===== config.mk =====
export PLATFORM = sky130hd
export DESIGN_NAME = pli_ctrl
export DESIGN_NICKNAME = d
export VERILOG_FILES = /design/src/logic/pli_pkg.sv /design/src/logic/pli_flag_if.sv /design/src/logic/pli_flag_bank.sv /design/src/logic/pli_ctrl.sv
export SDC_FILE = /design/constraint.sdc
export NUM_CORES = 1
export LEC_CHECK = 0
export ABC_CLOCK_PERIOD_IN_PS = 1700
export BUFFER_PORTS_ARGS = -buffer_cell sky130_fd_sc_hd__buf_2
export CELL_PAD_IN_SITES_DETAIL_PLACEMENT = 1
export CELL_PAD_IN_SITES_GLOBAL_PLACEMENT = 1
export CORE_ASPECT_RATIO = 1.25
export CORE_UTILIZATION = 46
export DETAILED_ROUTE_END_ITERATION = 10
export PLACE_DENSITY_LB_ADDON = 0.1
export SKIP_CTS_REPAIR_TIMING = 1
export SLEW_MARGIN = 40
export SYNTH_ARGS = -nofsm -noshare
export SYNTH_HDL_FRONTEND = slang
export SYNTH_SLANG_ARGS = --single-unit
export TNS_END_PERCENT = 100

===== constraint.sdc =====
create_clock -name clk -period 1.7 [get_ports clk]
set_input_delay 0.085 -clock clk [delete_from_list [all_inputs] [get_ports clk]]
set_output_delay 0.085 -clock clk [all_outputs]
set_load 0.02 [all_outputs]

===== src/logic/pli_pkg.sv =====
// Package for the indicator and interrupt control block.
// Assumes a 5-bit register address and 16-bit register data.
package pli_pkg;
  localparam int unsigned ADDR_W = 5;
  localparam int unsigned DATA_W = 16;
  localparam int unsigned EVT_N  = 11;
  localparam int unsigned MODE_W = 3;

  // Register addresses
  localparam logic [ADDR_W-1:0] ADDR_IND_CFG  = 5'h14;
  localparam logic [ADDR_W-1:0] ADDR_RSV_CTRL = 5'h15;
  localparam logic [ADDR_W-1:0] ADDR_INT_CTRL = 5'h16;
  localparam logic [ADDR_W-1:0] ADDR_INT_FLAG = 5'h17;

  // Reset values
  localparam logic [DATA_W-1:0] RST_IND_CFG  = 16'h3fe9;
  localparam logic [DATA_W-1:0] RST_RSV_CTRL = 16'h0000;
  localparam logic [DATA_W-1:0] RST_INT_CTRL = 16'h0000;

  // Field positions
  localparam int unsigned MODE_B_LSB  = 3;
  localparam int unsigned MODE_A_LSB  = 0;
  localparam int unsigned BIT_OUT_EN  = 15;
  localparam int unsigned BIT_RD_CLR  = 14;
  localparam int unsigned BIT_POL     = 13;
  localparam int unsigned BIT_AUTO    = 12;
  localparam int unsigned BIT_RESETUP = 11;

  // Indicator source codes
  typedef enum logic [MODE_W-1:0] {
    PLI_LINK   = 3'b000,
    PLI_ACT    = 3'b001,
    PLI_TX     = 3'b010,
    PLI_RX     = 3'b011,
    PLI_COL    = 3'b100,
    PLI_SPEED  = 3'b101,
    PLI_DUPLEX = 3'b110,
    PLI_LAST   = 3'b111
  } pli_mode_e;
endpackage


===== src/logic/pli_flag_if.sv =====
// Interface between the register logic and the event flag bank.
// Assumes both ends run on the same clock.
`timescale 1ns/1ps
interface pli_flag_if;
  import pli_pkg::*;
  logic [EVT_N-1:0] cond;
  logic [EVT_N-1:0] wr_clr;
  logic [EVT_N-1:0] flags;
  logic             rd_clr;
  logic             auto_clr;
  logic             resetup;
  modport ctrl (output cond, wr_clr, rd_clr, auto_clr, resetup,
                input flags);
  modport bank (input cond, wr_clr, rd_clr, auto_clr, resetup,
                output flags);
endinterface


===== src/logic/pli_flag_bank.sv =====
// Sticky event flags with read, write-one and automatic clearing.
// Assumes event conditions are levels from logic on the same clock.
`timescale 1ns/1ps
module pli_flag_bank
  import pli_pkg::*;
(
  // Clock and reset
  input  wire logic clk,
  input  wire logic rst_n,
  // Control side
  pli_flag_if.bank  fb
);
  typedef struct packed {
    logic [EVT_N-1:0] prev;
    logic [EVT_N-1:0] flags;
  } pli_bank_s;

  pli_bank_s        st_r;
  pli_bank_s        st_nxt;
  logic [EVT_N-1:0] rise;
  logic [EVT_N-1:0] flag_nxt;

  // Per-flag next value; a new event wins over any clear
  genvar i;
  generate
    for (i = 0; i < EVT_N; i++) begin : g_flag
      logic clr;
      assign rise[i] = fb.cond[i] & ~st_r.prev[i];
      assign clr = fb.rd_clr
                 | (fb.wr_clr[i] & ~(fb.resetup & fb.cond[i]))
                 | (fb.auto_clr & ~fb.cond[i]);
      assign flag_nxt[i] = rise[i] | (st_r.flags[i] & ~clr);
    end
  endgenerate

  // Next state
  always_comb begin
    st_nxt       = st_r;
    st_nxt.prev  = fb.cond;
    st_nxt.flags = flag_nxt;
  end

  // State register, flags clear at reset
  always_ff @(posedge clk or negedge rst_n) begin
    if (!rst_n) begin
      st_r <= '0;
    end else begin
      st_r <= st_nxt;
    end
  end

  assign fb.flags = st_r.flags;
endmodule // pli_flag_bank


===== src/logic/pli_ctrl.sv =====
// Indicator source selection and interrupt pin control, with the
// register file behind the management interface.
// Assumes the management frame decoder gives one-cycle read and write
// strobes on this clock, and that status and event inputs come from
// logic on the same clock.
//
// How it works
// - Indicator b shows the source chosen by a 3-bit code, 111 is off.
// - Indicator a uses the same codes, 111 shows link state, reset 001.
// - The interrupt pin is driven only while enabled, level by polarity.
// - With read-clear on, reading the flag register clears the flags.
// - Writing one clears a flag unless re-setup holds it while active.
// - Enables for wake-up, power-down entry and negotiation done.
// - Lower enables cover the eight link and negotiation events.
// - Each event has a sticky flag, cleared by writing one, at its enable position.
`timescale 1ns/1ps
module pli_ctrl
  import pli_pkg::*;
(
  // Clock and reset
  input  wire logic              clk,
  input  wire logic              rst_n,
  // Management register access
  input  wire logic [ADDR_W-1:0] reg_addr,
  input  wire logic              reg_wr,
  input  wire logic              reg_rd,
  input  wire logic [DATA_W-1:0] reg_wdata,
  output logic      [DATA_W-1:0] reg_rdata,
  // Indicator sources
  input  wire logic              link_ok,
  input  wire logic              activity,
  input  wire logic              tx_active,
  input  wire logic              rx_active,
  input  wire logic              collision,
  input  wire logic              speed_100,
  input  wire logic              full_duplex,
  input  wire logic              link_state,
  // Event conditions, one per flag
  input  wire logic [EVT_N-1:0]  evt_cond,
  // Indicator outputs
  output logic                   indicator_out_a,
  output logic                   indicator_out_b,
  // Interrupt pin
  output logic                   irq_pin,
  output logic                   irq_oe
);
  typedef struct packed {
    logic [DATA_W-1:0] ind_cfg;
    logic [DATA_W-1:0] rsv_ctrl;
    logic [DATA_W-1:0] int_ctrl;
    logic [DATA_W-1:0] rdata;
    logic              led_a;
    logic              led_b;
  } pli_ctrl_s;

  pli_ctrl_s         st_r;
  pli_ctrl_s         st_nxt;
  logic [7:0]        src_vec;
  logic [EVT_N-1:0]  int_en;
  logic [EVT_N-1:0]  flags_full;
  logic              pending;
  logic              wr_cfg;
  logic              wr_int;
  logic              wr_flag;
  logic              rd_flag;
  pli_mode_e         mode_a;
  pli_mode_e         mode_b;

  pli_flag_if fb ();

  // Flag bank
  pli_flag_bank u_bank (
    .clk   (clk),
    .rst_n (rst_n),
    .fb    (fb)
  );

  // Address decode
  assign wr_cfg  = reg_wr && (reg_addr == ADDR_IND_CFG);
  assign wr_int  = reg_wr && (reg_addr == ADDR_INT_CTRL);
  assign wr_flag = reg_wr && (reg_addr == ADDR_INT_FLAG);
  assign rd_flag = reg_rd && (reg_addr == ADDR_INT_FLAG);

  // Flag bank controls
  assign fb.cond     = evt_cond;
  assign fb.rd_clr   = rd_flag && st_r.int_ctrl[BIT_RD_CLR];
  assign fb.auto_clr = st_r.int_ctrl[BIT_AUTO];
  assign fb.resetup  = st_r.int_ctrl[BIT_RESETUP];
  assign fb.wr_clr   = wr_flag ? reg_wdata[EVT_N-1:0] : '0;

  // Source vector indexed by mode code
  assign src_vec = {link_state, full_duplex, speed_100, collision,
                    rx_active, tx_active, activity, link_ok};
  assign mode_a  = pli_mode_e'(st_r.ind_cfg[MODE_A_LSB +: MODE_W]);
  assign mode_b  = pli_mode_e'(st_r.ind_cfg[MODE_B_LSB +: MODE_W]);

  // Per-event enables share bit positions with the flags
  assign int_en     = st_r.int_ctrl[EVT_N-1:0];
  assign flags_full = fb.flags;
  assign pending    = |(flags_full & int_en);

  // Next state: register writes, read data and indicator selection
  always_comb begin
    st_nxt = st_r;
    if (wr_cfg) begin
      st_nxt.ind_cfg = reg_wdata;
    end
    if (reg_wr && (reg_addr == ADDR_RSV_CTRL)) begin
      st_nxt.rsv_ctrl = reg_wdata;
    end
    if (wr_int) begin
      st_nxt.int_ctrl = reg_wdata;
    end
    if (reg_rd) begin
      case (reg_addr)
        ADDR_IND_CFG:  st_nxt.rdata = st_r.ind_cfg;
        ADDR_RSV_CTRL: st_nxt.rdata = st_r.rsv_ctrl;
        ADDR_INT_CTRL: st_nxt.rdata = st_r.int_ctrl;
        ADDR_INT_FLAG: st_nxt.rdata = DATA_W'(fb.flags);
        default:       st_nxt.rdata = '0;
      endcase
    end
    // Indicator a: code 111 shows link state
    case (mode_a)
      PLI_LAST: st_nxt.led_a = link_state;
      default:  st_nxt.led_a = src_vec[mode_a];
    endcase
    // Indicator b: code 111 turns it off
    case (mode_b)
      PLI_LAST: st_nxt.led_b = 1'b0;
      default:  st_nxt.led_b = src_vec[mode_b];
    endcase
  end

  // State register
  always_ff @(posedge clk or negedge rst_n) begin
    if (!rst_n) begin
      st_r.ind_cfg  <= RST_IND_CFG;
      st_r.rsv_ctrl <= RST_RSV_CTRL;
      st_r.int_ctrl <= RST_INT_CTRL;
      st_r.rdata    <= '0;
      st_r.led_a    <= 1'b0;
      st_r.led_b    <= 1'b0;
    end else begin
      st_r <= st_nxt;
    end
  end

  // Outputs
  assign reg_rdata       = st_r.rdata;
  assign indicator_out_a = st_r.led_a;
  assign indicator_out_b = st_r.led_b;
  assign irq_oe = st_r.int_ctrl[BIT_OUT_EN];
  // Asserted level follows polarity; idle level is its inverse
  assign irq_pin = pending ~^ st_r.int_ctrl[BIT_POL];
endmodule // pli_ctrl


==> results.toml <==
[sta]
slew_viol_final = 0
tns_ns = -0.2310
hold_violations = 0
rsz0062_at_grt = "true"
fmax_ghz = 0.5179
slew_headroom_pct = 63.86
worst_slack_ns = -0.2310
post-route-period-util_pct = 113.6
clock_skew_ns = 0.009356
fin_crit_ns = 1.931
setup_viol = 1
worstMarginPinSlew_ns = 0.5422

[detailed_routing]
vias_per_cell = 5.414
first_pass_iters = 4
totalWireLength_um = 9647
wl_per_cell_um = 18.48
drc = 0
drt-initial-drc-count = 92
ant_nets = 0
via_count = 2826

[logic_synthesis]
syn-cell-area_sq_um = 4115
synth_compound_area_share_pct = 9.486
syn_nets = 368
synth_simple_gate_area_share_pct = 5.078
ys_warn_count = 0
synth_xor_xnor_area_share_pct = 0.2128
synth_cells = 324
synth_top_family_by_area = "multiplexers"
netlist_top_cells_area = "dfrtp_1 47%, mux2_2 10%, mux4_2 7.7%, dfstp_2 7.0%, mux2_4 3.6%"
synth_fa_ha_area_share_pct = 0
synth.area.mux_share_pct = 23.17
synth-edff-count = 0
yosysUniqueCellTypes = 33
async_reset_ff_share_pct = 100.0
synth_top_cell_by_area = "dfrtp_1"
synth_top_area_share_pct = 46.82
ys_seq_area_share_pct = 53.85
postSynthAreaPerCell_sq_um = 12.70
synth-main-ff-cell = "dfrtp_1"
ys_ff_latch = 88

[pwr]
vdd_drop_max_mv = 0.6598
pwr_density_cell_nw_per_um2 = 1034
power.leakage_nw = 2.236

[clocking]
clk_latency_ns = 0.36
cts_buffers = 9
tritoncts = "yes"
clk_pin_slew_ns = 0.08
clock-root-buffer = "clkbuf_8"
cts_sinks = 88
cts_max_path_buffers = 2
htree_levels = 3

[placement]
place_area_sq_um = 4502
io_buffer_count = 63
gp_congestion = 0.7594
dp_hpwl_um = 6845
post-place-ws_ns = 0.1514

[layout]
drive_above_1_share_pct = 41.29
nets = 441
diodes = 0
area_growth_pct = 18.27
fillers = 932
final_area_sq_um = 4867

[grt]
antenna_found_initial = 0
grtUsageTotal_pct = 22.78
grt.overflow.total = 0
grt_pass1_wl_um = 15420
grt_max_degree = 46
grt_pass1_vias = 2912

[die]
dieArea_sq_um = 9331
die_w_um = 86.60
rows = 38
initial_core_util_pct = 47.30
ios = 64
coreArea_sq_um = 8701
die_h_um = 107.8

[setup_path]
worstPathArrival_ns = 1.85
end_kind = "output pin"
regToRegSetupSlack_ns = 0.22
startpoint_type = "flop"
crit_required_ns = 1.62
crit_type = "flop to output pin"
rr_worst_depth = 2
critical_path.max_fanout = 3

[hold_path]
hold_depth = 2
hp-class = "input pin to flop"

[outcome]
status = "finished with violations"
violations = "setup timing"

[run]
drv_cap = 0
==> final timing paths <==
| kind | start | end |
|---|---|---|
| worst max-delay path | u_bank.fb.flags[7] | irq_pin |
| worst max register to register | mode_a[0] | indicator_out_a |
| worst min register to register | u_bank.st_r[17] | u_bank.fb.flags[6] |
| min in group asynchronous | rst_n | u_bank.st_r[12] |
| max in group asynchronous | rst_n | st_r[63] |
| worst min-delay path | reg_wdata[7] | st_r[57] |
==> report_power, final <==
group	internal [mW]	leakage [nW]	switching [mW]
Combinational	0.598	1.07	0.490
Clock	0.534	0.0757	0.706
Sequential	2.45	1.09	0.256
Total	3.58	2.24	1.45
==> stage by stage <==
step | utilization, % | power, mW | hold WS [ns] | std cells
floorplan | - | 3.370 | -0.2106 | 324
global placement | 51.74 | 3.696 | -0.01641 | 485
detailed placement | 51.74 | 3.759 | -0.008948 | 485
CTS | 53.48 | 5.005 | -0.4113 | 501
global route | 55.94 | 5.298 | 0.001550 | 522
finish | 55.94 | 5.034 | 0.01782 | 522
==> state kept, by name, summed over array words and instances, names as in the netlist <==
register / flops
indicator_out_a: 1
indicator_out_b: 1
u_bank.fb.flags: 11
st_r: 28
mode_b: 3
u_bank.st_r: 11
irq_oe: 1
mode_a: 3
fb.resetup: 1
int_en: 11
fb.auto_clr: 1
reg_rdata: 16
==> critical path, cell delays in order (launching register included) <==
cell and delay (ns):
dfrtp_1 0.41, a22o_1 0.26, a221oi_2 0.17, and3_1 0.20, nand2_2 0.07, xnor2_1 0.20, buf_4 0.17
==> Yosys cell counts, types with 2 or more instances <==
| cell | number |
|---|---|
| a21oi_1 | 6 |
| a22oi_1 | 2 |
| a31oi_1 | 12 |
| and3_1 | 2 |
| buf_2 | 5 |
| buf_4 | 18 |
| clkbuf_1 | 9 |
| dfrtp_1 | 77 |
| dfstp_2 | 11 |
| inv_1 | 29 |
| mux2_2 | 38 |
| mux2_4 | 10 |
| mux2i_1 | 6 |
| mux4_2 | 14 |
| nand2_1 | 14 |
| nand3_1 | 12 |
| nor2_1 | 7 |
| o21ai_0 | 23 |
| o221ai_1 | 11 |
| o22ai_1 | 5 |
==> cell families after synthesis <==
family          after synthesis
buf+inv                      64
xor+xnor                      1
compound gates               62
flops                        88
simple gates                 41
mux                          68
==> metal layers <==
| layer | routed length [um] | up-vias | global-route usage, % | share of wire (%) |
|---|---|---|---|---|
| met5 | 0 | - | 0 | 0 |
| met3 | 292 | 9 | 4.908 | 3.0 |
| met2 | 4853 | 57 | 36.68 | 50 |
| li1 | - | 1294 | - | - |
| met4 | 141 | 0 | 8.690 | 1.5 |
| met1 | 4360 | 1466 | 30.09 | 45 |
==> placed cells by master, fill, tap and decap left out, types with 7 or more instances in the layout <==
| master | Yosys | routed |
|---|---|---|
| a31oi_1 | 12 | 12 |
| buf_2 | 5 | 61 |
| buf_4 | 18 | 14 |
| clkbuf_8 | 0 | 9 |
| dfrtp_1 | 77 | 77 |
| dfstp_2 | 11 | 11 |
| dlygate4sd3_1 | 0 | 18 |
| inv_1 | 29 | 29 |
| mux2_2 | 38 | 38 |
| mux2_4 | 10 | 10 |
| mux4_2 | 14 | 14 |
| nand2_1 | 14 | 13 |
| nand3_1 | 12 | 12 |
| nor2_1 | 7 | 7 |
| o21ai_0 | 23 | 23 |
| o221ai_1 | 11 | 11 |
==> area by class of cell <==
cell class / count / area [sq um] / share of cell area (%)
timing repair buffer: 97 / 670.6 / 13.78
inverter: 29 / 108.9 / 2.236
clock buffer: 15 / 146.4 / 3.008
sequential: 88 / 2216 / 45.53
clock inverter: 1 / 5.005 / 0.1028
multi-input combinational: 172 / 1570 / 32.26
tap: 120 / 150.1 / 3.085
(Power assumes the default switching activity.)
